==> src/rtl/cpu_bus_defines.svh <==
// Constants for the processor bus-control and interrupt-entry block.
// Assumes a single 25 MHz clock and inputs synchronous to it.
//
// Contract
// - Sixteen address lines on three-state drivers, open when switched off.
// - Eight-line bidirectional data bus with three-state output buffers.
// - Halt low stops at instruction end: bus-available high, valid low.
// - Bus float: address and read/write off within 700 ns, valid low.
// - Read/write high means read, low means write; idles at read.
// - Read/write is off while bus float is high or while halted.
// - Address-valid is active high, never off, marks a valid address.
// - Data drivers enabled only with data-drive-enable high, off on reads.
// - Bus-available low when running or floated, high when halted or waiting.
// - Wait state left only on NMI or unmasked maskable interrupt.
// - Maskable request is a level, sampled at instruction end, mask gated.
// - Interrupt entry pushes index, program counter, accumulators, codes.
// - Maskable entry sets the interrupt mask after stacking.
// - Maskable handler address is fetched from FFF8 and FFF9.
// - NMI edges are latched while halted and served after halt rises; the maskable request is not latched.
// - NMI falling edge stacks state and vectors through FFFC and FFFD.
// - Restart sets the mask and loads the counter from FFFE, FFFF.
// - Interrupt mask is bit 4 of the condition code register.
`ifndef CPU_BUS_DEFINES_SVH
`define CPU_BUS_DEFINES_SVH

`define ADDR_W 16
`define DATA_W 8
`define MASK_BIT 4
`define VEC_IRQ 16'hfff8
`define VEC_NMI 16'hfffc
`define VEC_RST 16'hfffe
`define STACK_LAST 3'h6
`define STACK_FIRST 3'h0
`define CLK_NS 40
`define FLOAT_NS 700
`define FLOAT_CYC ((`FLOAT_NS) / (`CLK_NS))

`endif

==> src/rtl/cpu_bus_pkg.sv <==
// Types shared by the bus-control block and its testbench.
// Assumes the constants header is included by each user.
`default_nettype none

package cpu_bus_pkg;

  // Sequencer states, one-hot
  typedef enum logic [6:0] {
    S_RUN = 7'h01,
    S_HALT = 7'h02,
    S_STACK = 7'h04,
    S_WAIT = 7'h08,
    S_VEC_HI = 7'h10,
    S_VEC_LO = 7'h20,
    S_VEC_END = 7'h40
  } state_t;

  // Why the entry sequence is running
  typedef enum logic [1:0] {
    K_RST = 2'h0,
    K_NMI = 2'h1,
    K_IRQ = 2'h2,
    K_WAIT = 2'h3
  } kind_t;

  // Bus cycle request from the execution core
  typedef struct packed {
    logic valid;
    logic write;
    logic [15:0] addr;
    logic [7:0] wdata;
  } core_bus_t;

  // Programmer registers offered for stacking
  typedef struct packed {
    logic [15:0] ix;
    logic [15:0] pc;
    logic [15:0] sp;
    logic [7:0] acca;
    logic [7:0] accb;
    logic [7:0] ccr;
  } cpu_regs_t;

endpackage

`default_nettype wire

==> src/rtl/intr_latch.sv <==
// Interrupt request latch: NMI falling-edge catch and IRQ level sample.
// Assumes request pins are synchronous to clock_i.
`default_nettype none

module intr_latch (
  input wire logic clock_i,
  input wire logic rst_n_i,
  input wire logic irq_n_i,
  input wire logic nmi_n_i,
  input wire logic nmi_take_i,
  output logic irq_req_o,
  output logic nmi_pend_o
);

  logic nmi_prev_q, nmi_prev_d;
  logic nmi_pend_q, nmi_pend_d;
  logic irq_q, irq_d;

  // Edge detect and sticky pending; a new edge beats the take
  always_comb begin
    nmi_prev_d = nmi_n_i;
    irq_d = ~irq_n_i;
    nmi_pend_d = nmi_pend_q;
    if (nmi_take_i) begin
      nmi_pend_d = 1'b0;
    end
    if (nmi_prev_q && !nmi_n_i) begin
      nmi_pend_d = 1'b1;
    end
  end

  // Registers
  always_ff @(posedge clock_i) begin
    if (!rst_n_i) begin
      nmi_prev_q <= 1'b1;
      nmi_pend_q <= 1'b0;
      irq_q <= 1'b0;
    end else begin
      nmi_prev_q <= nmi_prev_d;
      nmi_pend_q <= nmi_pend_d;
      irq_q <= irq_d;
    end
  end

  assign irq_req_o = irq_q;
  assign nmi_pend_o = nmi_pend_q;

endmodule

`default_nettype wire

==> src/rtl/cpu_bus_control.sv <==
// Bus control and interrupt entry sequencer of an 8-bit processor.
// Assumes a core that flags instruction ends and offers its registers.
`default_nettype none
`include "cpu_bus_defines.svh"

module cpu_bus_control #(
  parameter int ADDR_W = `ADDR_W,
  parameter int DATA_W = `DATA_W
) (
  input wire logic clock_i,
  input wire logic rst_n_i,
  input wire logic halt_n_i,
  input wire logic bus_float_control_i,
  input wire logic data_drive_enable_i,
  input wire logic irq_n_i,
  input wire logic nmi_n_i,
  input wire logic instr_end_i,
  input wire logic wait_exec_i,
  input wire cpu_bus_pkg::core_bus_t core_bus_i,
  input wire cpu_bus_pkg::cpu_regs_t regs_i,
  input wire logic [DATA_W-1:0] data_lines_i,
  output logic [ADDR_W-1:0] address_lines_o,
  output logic address_oe_n_o,
  output logic [DATA_W-1:0] data_lines_o,
  output logic data_oe_n_o,
  output logic read_write_o,
  output logic read_write_oe_n_o,
  output logic address_valid_o,
  output logic bus_available_o,
  output logic seq_busy_o,
  output logic pc_load_o,
  output logic [ADDR_W-1:0] pc_value_o,
  output logic [ADDR_W-1:0] sp_value_o,
  output logic mask_o,
  output logic [DATA_W-1:0] rdata_o
);

  // ****************************************************************
  // Stack frame byte selection
  // ****************************************************************

  // Push order: counter low, high, index low, high, B, A, codes
  function automatic logic [7:0] frame_byte(input logic [2:0] idx,
                                            input cpu_bus_pkg::cpu_regs_t r);
    logic [7:0] b;
    b = r.ccr;
    unique case (idx)
      3'h0: b = r.pc[7:0];
      3'h1: b = r.pc[15:8];
      3'h2: b = r.ix[7:0];
      3'h3: b = r.ix[15:8];
      3'h4: b = r.accb;
      3'h5: b = r.acca;
      default: b = r.ccr;
    endcase
    return b;
  endfunction

  // ****************************************************************
  // Interrupt request latch
  // ****************************************************************

  logic irq_req, nmi_pend, nmi_take;

  intr_latch u_latch (
    .clock_i(clock_i),
    .rst_n_i(rst_n_i),
    .irq_n_i(irq_n_i),
    .nmi_n_i(nmi_n_i),
    .nmi_take_i(nmi_take),
    .irq_req_o(irq_req),
    .nmi_pend_o(nmi_pend)
  );

  // ****************************************************************
  // Entry sequencer
  // ****************************************************************

  cpu_bus_pkg::state_t state_q, state_d;
  cpu_bus_pkg::kind_t kind_q, kind_d;
  logic [2:0] cnt_q, cnt_d;
  logic [15:0] sp_q, sp_d;
  logic [15:0] vec_q, vec_d;
  logic [7:0] pc_hi_q, pc_hi_d;
  logic mask_q, mask_d;
  logic irq_ok;

  assign irq_ok = irq_req && !mask_q;

  // Next state; a floated bus freezes the sequence in place
  always_comb begin
    state_d = state_q;
    kind_d = kind_q;
    cnt_d = cnt_q;
    sp_d = sp_q;
    vec_d = vec_q;
    pc_hi_d = pc_hi_q;
    mask_d = mask_q;
    nmi_take = 1'b0;
    if (!bus_float_control_i) begin
      unique case (state_q)
        cpu_bus_pkg::S_RUN: begin
          if (instr_end_i) begin
            mask_d = regs_i.ccr[`MASK_BIT];
            sp_d = regs_i.sp;
            cnt_d = `STACK_FIRST;
            if (!halt_n_i) begin
              state_d = cpu_bus_pkg::S_HALT;
            end else if (nmi_pend) begin
              state_d = cpu_bus_pkg::S_STACK;
              kind_d = cpu_bus_pkg::K_NMI;
              nmi_take = 1'b1;
            end else if (irq_req && !regs_i.ccr[`MASK_BIT]) begin
              state_d = cpu_bus_pkg::S_STACK;
              kind_d = cpu_bus_pkg::K_IRQ;
            end else if (wait_exec_i) begin
              state_d = cpu_bus_pkg::S_STACK;
              kind_d = cpu_bus_pkg::K_WAIT;
            end
          end
        end
        cpu_bus_pkg::S_HALT: begin
          if (halt_n_i) begin
            state_d = cpu_bus_pkg::S_RUN;
          end
        end
        cpu_bus_pkg::S_STACK: begin
          sp_d = sp_q - 16'h0001;
          cnt_d = cnt_q + 3'h1;
          if (cnt_q == `STACK_LAST) begin
            if (kind_q == cpu_bus_pkg::K_WAIT) begin
              state_d = cpu_bus_pkg::S_WAIT;
            end else begin
              state_d = cpu_bus_pkg::S_VEC_HI;
              vec_d = (kind_q == cpu_bus_pkg::K_NMI) ? `VEC_NMI : `VEC_IRQ;
              if (kind_q == cpu_bus_pkg::K_IRQ) begin
                mask_d = 1'b1;
              end
            end
          end
        end
        cpu_bus_pkg::S_WAIT: begin
          if (nmi_pend) begin
            state_d = cpu_bus_pkg::S_VEC_HI;
            kind_d = cpu_bus_pkg::K_NMI;
            vec_d = `VEC_NMI;
            nmi_take = 1'b1;
          end else if (irq_ok) begin
            state_d = cpu_bus_pkg::S_VEC_HI;
            kind_d = cpu_bus_pkg::K_IRQ;
            vec_d = `VEC_IRQ;
            mask_d = 1'b1;
          end
        end
        cpu_bus_pkg::S_VEC_HI: begin
          state_d = cpu_bus_pkg::S_VEC_LO;
        end
        cpu_bus_pkg::S_VEC_LO: begin
          state_d = cpu_bus_pkg::S_VEC_END;
          pc_hi_d = data_lines_i;
        end
        cpu_bus_pkg::S_VEC_END: begin
          state_d = cpu_bus_pkg::S_RUN;
        end
        default: begin
          state_d = cpu_bus_pkg::S_RUN;
        end
      endcase
    end
  end

  // Sequencer registers; reset enters the restart fetch masked
  always_ff @(posedge clock_i) begin
    if (!rst_n_i) begin
      state_q <= cpu_bus_pkg::S_VEC_HI;
      kind_q <= cpu_bus_pkg::K_RST;
      cnt_q <= `STACK_FIRST;
      sp_q <= 16'h0000;
      vec_q <= `VEC_RST;
      pc_hi_q <= 8'h00;
      mask_q <= 1'b1;
    end else begin
      state_q <= state_d;
      kind_q <= kind_d;
      cnt_q <= cnt_d;
      sp_q <= sp_d;
      vec_q <= vec_d;
      pc_hi_q <= pc_hi_d;
      mask_q <= mask_d;
    end
  end

  // ****************************************************************
  // Pin drive
  // ****************************************************************

  logic [15:0] addr_d;
  logic [7:0] wdata_d, rdata_d, pc_lo_d;
  logic addr_oe_n_d, data_oe_n_d, rw_d, rw_oe_n_d, valid_d, ba_d;
  logic load_d, seq_write;

  // Bus cycle of the current state, halt and wait in the default branch, then the float override
  always_comb begin
    addr_d = core_bus_i.addr;
    wdata_d = core_bus_i.wdata;
    valid_d = core_bus_i.valid;
    seq_write = core_bus_i.valid && core_bus_i.write;
    ba_d = 1'b0;
    addr_oe_n_d = 1'b0;
    rw_oe_n_d = 1'b0;
    load_d = 1'b0;
    rdata_d = rdata_o;
    pc_lo_d = pc_value_o[7:0];
    unique case (state_q)
      cpu_bus_pkg::S_RUN: begin
        rdata_d = data_lines_i;
      end
      cpu_bus_pkg::S_STACK: begin
        addr_d = sp_q;
        wdata_d = frame_byte(cnt_q, regs_i);
        valid_d = 1'b1;
        seq_write = 1'b1;
      end
      cpu_bus_pkg::S_VEC_HI: begin
        addr_d = vec_q;
        valid_d = 1'b1;
        seq_write = 1'b0;
      end
      cpu_bus_pkg::S_VEC_LO: begin
        addr_d = vec_q + 16'h0001;
        valid_d = 1'b1;
        seq_write = 1'b0;
      end
      cpu_bus_pkg::S_VEC_END: begin
        valid_d = 1'b0;
        seq_write = 1'b0;
        pc_lo_d = data_lines_i;
        load_d = !bus_float_control_i;
      end
      default: begin
        // Halted or waiting: drivers off, bus handed over
        valid_d = 1'b0;
        seq_write = 1'b0;
        ba_d = 1'b1;
        addr_oe_n_d = 1'b1;
        rw_oe_n_d = 1'b1;
      end
    endcase
    rw_d = !seq_write;
    data_oe_n_d = !(seq_write && data_drive_enable_i);
    if (bus_float_control_i) begin
      addr_oe_n_d = 1'b1;
      rw_oe_n_d = 1'b1;
      valid_d = 1'b0;
      ba_d = 1'b0;
    end
  end

  // Output registers
  always_ff @(posedge clock_i) begin
    if (!rst_n_i) begin
      address_lines_o <= 16'h0000;
      address_oe_n_o <= 1'b1;
      data_lines_o <= 8'h00;
      data_oe_n_o <= 1'b1;
      read_write_o <= 1'b1;
      read_write_oe_n_o <= 1'b1;
      address_valid_o <= 1'b0;
      bus_available_o <= 1'b0;
      seq_busy_o <= 1'b1;
      pc_load_o <= 1'b0;
      pc_value_o <= 16'h0000;
      sp_value_o <= 16'h0000;
      mask_o <= 1'b1;
      rdata_o <= 8'h00;
    end else begin
      address_lines_o <= addr_d;
      address_oe_n_o <= addr_oe_n_d;
      data_lines_o <= wdata_d;
      data_oe_n_o <= data_oe_n_d;
      read_write_o <= rw_d;
      read_write_oe_n_o <= rw_oe_n_d;
      address_valid_o <= valid_d;
      bus_available_o <= ba_d;
      seq_busy_o <= (state_d != cpu_bus_pkg::S_RUN) || bus_float_control_i;
      pc_load_o <= load_d;
      pc_value_o <= {pc_hi_q, pc_lo_d};
      sp_value_o <= sp_q;
      mask_o <= mask_q;
      rdata_o <= rdata_d;
    end
  end
endmodule

`default_nettype wire

==> config.mk <==
export PLATFORM = sky130hd
export DESIGN_NAME = cpu_bus_control
export DESIGN_NICKNAME = d
export VERILOG_FILES = /design/src/rtl/cpu_bus_pkg.sv /design/src/rtl/intr_latch.sv /design/src/rtl/cpu_bus_control.sv
export VERILOG_INCLUDE_DIRS = /design/src /design/src/rtl
export SDC_FILE = /design/constraint.sdc
export NUM_CORES = 1
export LEC_CHECK = 0
export ABC_AREA = 1
export ABC_CLOCK_PERIOD_IN_PS = 3500
export BUFFER_PORTS_ARGS = -buffer_cell sky130_fd_sc_hd__buf_2
export CAP_MARGIN = 20
export CORE_ASPECT_RATIO = 1.1
export CORE_MARGIN = 5
export CORE_UTILIZATION = 50
export CTS_CLUSTER_DIAMETER = 150
export CTS_CLUSTER_SIZE = 8
export DETAILED_ROUTE_END_ITERATION = 8
export GPL_TIMING_DRIVEN = 0
export PLACE_DENSITY = 0.79
export SLEW_MARGIN = 20
export SYNTH_ARGS = -nofsm -noshare
export SYNTH_HDL_FRONTEND = slang
export SYNTH_SLANG_ARGS = --single-unit
==> constraint.sdc <==
create_clock -name clock_i -period 3.5 [get_ports clock_i]
set_input_delay 0.35 -clock clock_i [delete_from_list [all_inputs] [get_ports clock_i]]
set_output_delay 0.35 -clock clock_i [all_outputs]
set_load 0.01 [all_outputs]
==> results_dict.tcl, run 1 <==
set metrics [dict create \
    synth_area_per_cell_sq_um 6.85 \
    finalCritPeriodShare_pct 57.0 \
    min_period_ns 2.00 \
    gp_congestion 0.916 \
    cp_max_fo 10 \
    nNetsFinal 1073 \
    synth_flop_cell "dfxtp_1" \
    grt_usage_pct 26.7 \
    wl_per_cell_um 15.2 \
    slew_violations 0 \
    synth_area_leaders "dfxtp_1 45%, nand2_1 15%, nor2_1 8.9%" \
    num_io_pins 188 \
    fmax_ghz 0.501 \
    postCtsSetupBuffers 0 \
    vdd_drop_max_uv 333 \
    hold_viol_final 0 \
    outcome "completed" \
    grt-busiest-layer "met2" \
    rsz0062_at_grt "false" \
    worstReg2RegStart "cnt_q[0]" \
    cp-startpoint "cnt_q[0]" \
    grt_pass1_vias 5263 \
    arrival_ns 2.44 \
    grt_max_degree 17 \
    cts-root-buf "clkbuf_8" \
    routed-via-count 5664 \
    layout-drive-gt1-share_pct 25.8 \
    antenna_found_initial 1 \
    ys_types 36 \
    whs_ns 0.0219 \
    met3_usage_pct 7.24 \
    core_sq_um 9940 \
    cts_tree "built" \
    cts_num_sinks 114 \
    grt_pass1_wl_um 25900 \
    synth-seq-cells 114 \
    worst_pin_slew_ns 0.668 \
    yosysSeqAreaShare_pct 44.6 \
    relSlewSlack_pct 55.4 \
    synthCells 747 \
    setup_violations 0 \
    cts.clk_slew.worst_paths_ns 0.06 \
    drv_cap 0 \
    setup_tns_ns 0 \
    end_kind "flop" \
    dp_hpwl_um 12400 \
    met2_usage_pct 45.9 \
    yosysWarnings 0 \
    cellPowerDensity_nw_per_um2 508 \
    dpl_cell_area_sq_um 6190 \
    grt-ovfl-total 0 \
    initial_core_util_pct 51.5 \
    synth-edff-count 0 \
    syn_nets 868 \
    drt_iter0_drc 408 \
    avgViaCountPerCell 5.22 \
    area_growth_pct 32.7 \
    gr-usage-met1_pct 32.1 \
    drc_errors 0 \
    dieArea_sq_um 12400 \
    synthTopCellsByCount "204 x nand2_1, 121 x nor2_1, 114 x dfxtp_1" \
    cts_buffer_depth 2 \
    min-delay-start "nmi_n_i" \
    startpoint_type "flop" \
    yosysMostFrequentCell "nand2_1" \
    syn_area_sq_um 5120 \
    die_w_um 106 \
    ys_async_sr_fraction_pct 0 \
    cts_buffers 17 \
    firstDrtPassIters 5 \
    port_buffers 185 \
    insertion_delay_ns 0.52 \
    rows 38 \
    leakagePower_nw 3.71 \
    fin_area_sq_um 6790 \
    path_class "flop to flop" \
    worstHoldPathType "input pin to flop" \
    worstPathRequired_ns 3.95 \
    skew_ns 0.00794 \
    synth_top_area_share_pct 44.6 \
    yosysTopAreaCell "dfxtp_1" \
    die_y_um 116 \
    ant_nets 0 \
    htree_levels 4 \
    wl_um 16500 \
]
final timing paths:
| path | slack, ns | end | depth (start not counted) |
|---|---|---|---|
| setup reg to reg | 1.50 | data_lines_o[0] | 8 |
| setup / recovery | 1.50 | data_lines_o[0] | 8 |
| hold reg to reg | 0.43 | pc_value_o[14] | 2 |
| hold / removal | 0.02 | u_latch.nmi_prev_q | 3 |
what timing repair did:
action,CTS,global route
hold buffers,1,0
gates resized for setup,0,0
hold endpoints to repair,1,0
kinds of logic (layout without fill, tap and decap cells):
family	Yosys count	after routing	synth area share, %
AOI/OAI and AO/OA	120	120	12.8
xor gates and xnor gates	5	5	0.856
adders and majority gates	6	6	1.47
buffers and inverters	106	324	8.49
DFF	114	114	44.6
other	0	1	0
and+or+nand+nor	396	396	31.8
where the power goes:
group | total [mW] | internal (mW) | switching, mW
clock network | 1.71 | 1.03 | 0.675
logic | 0.368 | 0.149 | 0.219
registers | 1.37 | 1.35 | 0.0260
critical path, stage by stage (launching register included):
cell and delay, ns:
dfxtp_1 0.42, inv_1 0.09, ha_1 0.20, clkbuf_1 0.24, nand2_1 0.17, nand2_1 0.07
nor3_2 0.43, a21oi_1 0.13, a31oi_1 0.18
cell type report:
cell class                 count  area [sq um]
tap                          120           150
fill                         897          3150
antenna                        1          2.50
clock inverter                15           171
sequential                   114          2280
multi-input combinational    527          2400
timing repair buffer         186           936
clock buffer                  17           414
buffer                        29           140
inverter                      77           294
metrics by stage:
step / total power, mW / worst slack, ns / std cells / utilization [%]
3_3_place_gp: 1.76 / 1.60 / 1052 / 62.3
6_report: 3.45 / 1.50 / 1086 / 68.3
5_1_grt: 3.59 / 1.25 / 1086 / 68.3
4_1_cts: 3.45 / 1.52 / 1085 / 68.3
3_5_place_dp: 1.76 / 1.53 / 1052 / 62.3
2_1_floorplan: 1.60 / 1.94 / 747 / -
state kept, by name, summed over array words and instances (netlist names), 2 cells and up:
register / flops
sp_value_o: 16
rdata_o: 8
address_lines_o: 16
kind_q: 2
sp_q: 16
pc_hi_q: 8
vec_q: 2
state_q: 7
pc_value_o: 16
cnt_q: 3
data_lines_o: 8
layer usage:
layer	routed length, um	share of wire [%]
met2	8090	49
met1	6530	40
met5	0	0
met4	457	2.8
met3	1400	8.5
placed cells by master (no fill, tap or decap), drive strengths merged, types with 6 or more instances in the layout:
cell,n
a211oi,6
buf,199
a21oi,56
nand2,208
o21ai,42
nor2,123
clkbuf,32
inv,83
clkinv,6
dfxtp,114
nand3,56
ha,6
No activity file was read; power rests on OpenSTA's default activity.
==> run 2: changes to the inputs <==
ABC_CLOCK_PERIOD_IN_PS = 1900   (was 3500)
clock period = 1.9 ns   (was 3.5 ns; I/O delays follow)
==> run 2 against run 1 <==
Sequential cell count did not move; clock skew barely moved; power rose by 87%; wire length rose by 7.0%; sequential share of layout area fell by 2.5 points; worst setup slack got worse by 1.4 ns; die area did not move; worst hold slack got worse by 0.017 ns; non-clock buffer count rose by 51; first-iteration DRC count rose by 16%; combinational power rose by 110%.
==> results_dict.tcl, run 2 (synthesized netlist as in run 1, its figures left out) <==
set metrics [dict create \
    drt_iter0_drc 472 \
    worstReg2RegStart "cnt_q[0]" \
    outcome "completed" \
    met3_usage_pct 6.91 \
    met2_usage_pct 50.1 \
    nFillCells 799 \
    cp_max_fo 8 \
    cts_tree "built" \
    port_buffers 185 \
    min_period_ns 1.75 \
    cts-root-buf "clkbuf_8" \
    ant_nets 0 \
    drv_cap 0 \
    vdd_drop_max_uv 581 \
    initial_core_util_pct 51.5 \
    firstDrtPassIters 5 \
    critPathMaxStageDelay_ns 0.45 \
    grt-busiest-layer "met2" \
    p_sw_mw 1.71 \
    min-delay-start "regs_i[31]" \
    crit_family "simple AND/OR/NAND/NOR gates" \
    most-common-layout-cells "204 x nand2_1, 192 x buf_2, 120 x nor2_1" \
    worstHoldPathType "input pin to flop" \
    wl_um 17600 \
    dp_hpwl_um 12400 \
    r2r_slack_ns 0.15 \
    die_w_um 106 \
    rows 38 \
    wl_per_cell_um 15.5 \
    final_common_cell "nand2_1" \
    pre_cts_slack_ns -0.0701 \
    layout-drive-gt1-share_pct 25.1 \
    grt_max_degree 17 \
    grt-ovfl-total 0 \
    hold_viol_final 0 \
    antenna_found_initial 1 \
    cellPowerDensity_nw_per_um2 878 \
    leakagePower_nw 3.93 \
    grt_pass1_vias 5705 \
    reg2reg_depth 8 \
    core_sq_um 9940 \
    relSlewSlack_pct 55.7 \
    post-route-util_pct 73.8 \
    crit_path_frequent_cell "inv_1" \
    cts_num_sinks 114 \
    worstPathRequired_ns 2.35 \
    seqPwrFrac_pct 39.3 \
    slowest_stage "nor2_1" \
    die_y_um 116 \
    arrival_ns 2.20 \
    switching_share_pct 26.6 \
    setup_violations 0 \
    crit_path_cell_trace "inv_1, ha_1, inv_1, nor2_1, nand2_1, nand3_1, a211oi_1, a21oi_1" \
    gp_congestion 0.916 \
    cts.clk_slew.worst_paths_ns 0.06 \
    hold_path_depth 5 \
    cts_buffers 17 \
    insertion_delay_ns 0.52 \
    r2r-end "data_lines_o[6]" \
    p_int_mw 4.73 \
    fmax_ghz 0.570 \
    gr-usage-met1_pct 33.2 \
    hold_path_end "sp_q[7]" \
    slew_violations 0 \
    worst_pin_slew_ns 0.665 \
    startpoint_type "flop" \
    grt_usage_pct 28.5 \
    dieArea_sq_um 12400 \
    rsz0062_at_grt "false" \
    drc_errors 0 \
    avgViaCountPerCell 5.21 \
    routed-via-count 5919 \
    skew_ns 0.00757 \
    area_growth_pct 43.4 \
    fin_ws_ns 0.147 \
    combPwrFrac_pct 12.0 \
    finalCritPeriodShare_pct 92.3 \
    path_buf_inv 2 \
    cts_buffer_depth 2 \
    end_kind "flop" \
    num_io_pins 188 \
    htree_levels 4 \
    clockPowerShare_pct 48.7 \
    nNetsFinal 1124 \
    grt_pass1_wl_um 27700 \
    path_class "flop to flop" \
]
run 2: how the worst max path moves through the flow:
stage | from | to | slack (ns) | cells past startpoint
after floorplan | cnt_q[0] | data_lines_o[0] | 0.34 | 8
after CTS | cnt_q[0] | data_lines_o[0] | 0.04 | 8
after global routing | state_q[4] | vec_q[2] | 0.004 | 10
final | cnt_q[0] | data_lines_o[6] | 0.15 | 8
after detailed placement | cnt_q[0] | data_lines_o[7] | -0.07 | 8
after global placement | cnt_q[0] | data_lines_o[0] | -0.0009 | 8
run 2: power by group through the flow:
stage                     logic, mW  registers, mW  clock network [mW]
after floorplan               0.339           2.61                   0
after global placement        0.656           2.58                   0
after detailed placement      0.666           2.58                   0
after CTS                     0.758           2.53                3.16
after global routing          0.854           2.54                3.30
final                         0.773           2.53                3.14
run 2: metal layers:
layer	wire length [um]	up-vias
met2	8790	301
met5	0	-
met1	6820	2664
met3	1500	53
li1	-	2901
met4	522	0
run 2: final cells by class:
| type | instances | area [sq um] | area share, % |
|---|---|---|---|
| clock buffer | 17 | 414 | 5.64 |
| timing repair buffer | 239 | 1480 | 20.1 |
| inverter | 77 | 294 | 4.01 |
| antenna | 1 | 2.50 | 0.0341 |
| buffer | 27 | 133 | 1.81 |
| sequential | 114 | 2280 | 31.1 |
| clock inverter | 15 | 171 | 2.34 |
| multi-input combinational | 527 | 2410 | 32.9 |
| tap | 120 | 150 | 2.05 |
run 2: repair_timing:
action	CTS	global route
pin swaps	0	2
hold buffers	53	0
setup endpoints to repair	8	13
gates resized for setup	1	5
setup buffers	0	1
endpoints found under the hold margin	49	0
run 2: worst register-to-register path, cell delays in order (launching register included):
cell	delay, ns
dfxtp_1	0.36
inv_1	0.11
ha_1	0.24
inv_1	0.06
nor2_1	0.45
nand2_1	0.13
nand3_1	0.12
a211oi_1	0.07
a21oi_1	0.15
run 2: stage by stage:
| step | hold slack, ns | power (mW) | instances | instance area (sq um) | setup TNS [ns] |
|---|---|---|---|---|---|
| 2_1_floorplan | 0.262 | 2.95 | 747 | 5120 | 0 |
| 6_report | 0.00533 | 6.45 | 1137 | 7340 | 0 |
| 3_5_place_dp | 0.348 | 3.25 | 1052 | 6190 | -0.388 |
| 4_1_cts | 0.00113 | 6.45 | 1137 | 7310 | 0 |
| 5_1_grt | 0.0208 | 6.70 | 1137 | 7340 | 0 |
| 3_3_place_gp | 0.349 | 3.24 | 1052 | 6190 | -0.000870 |
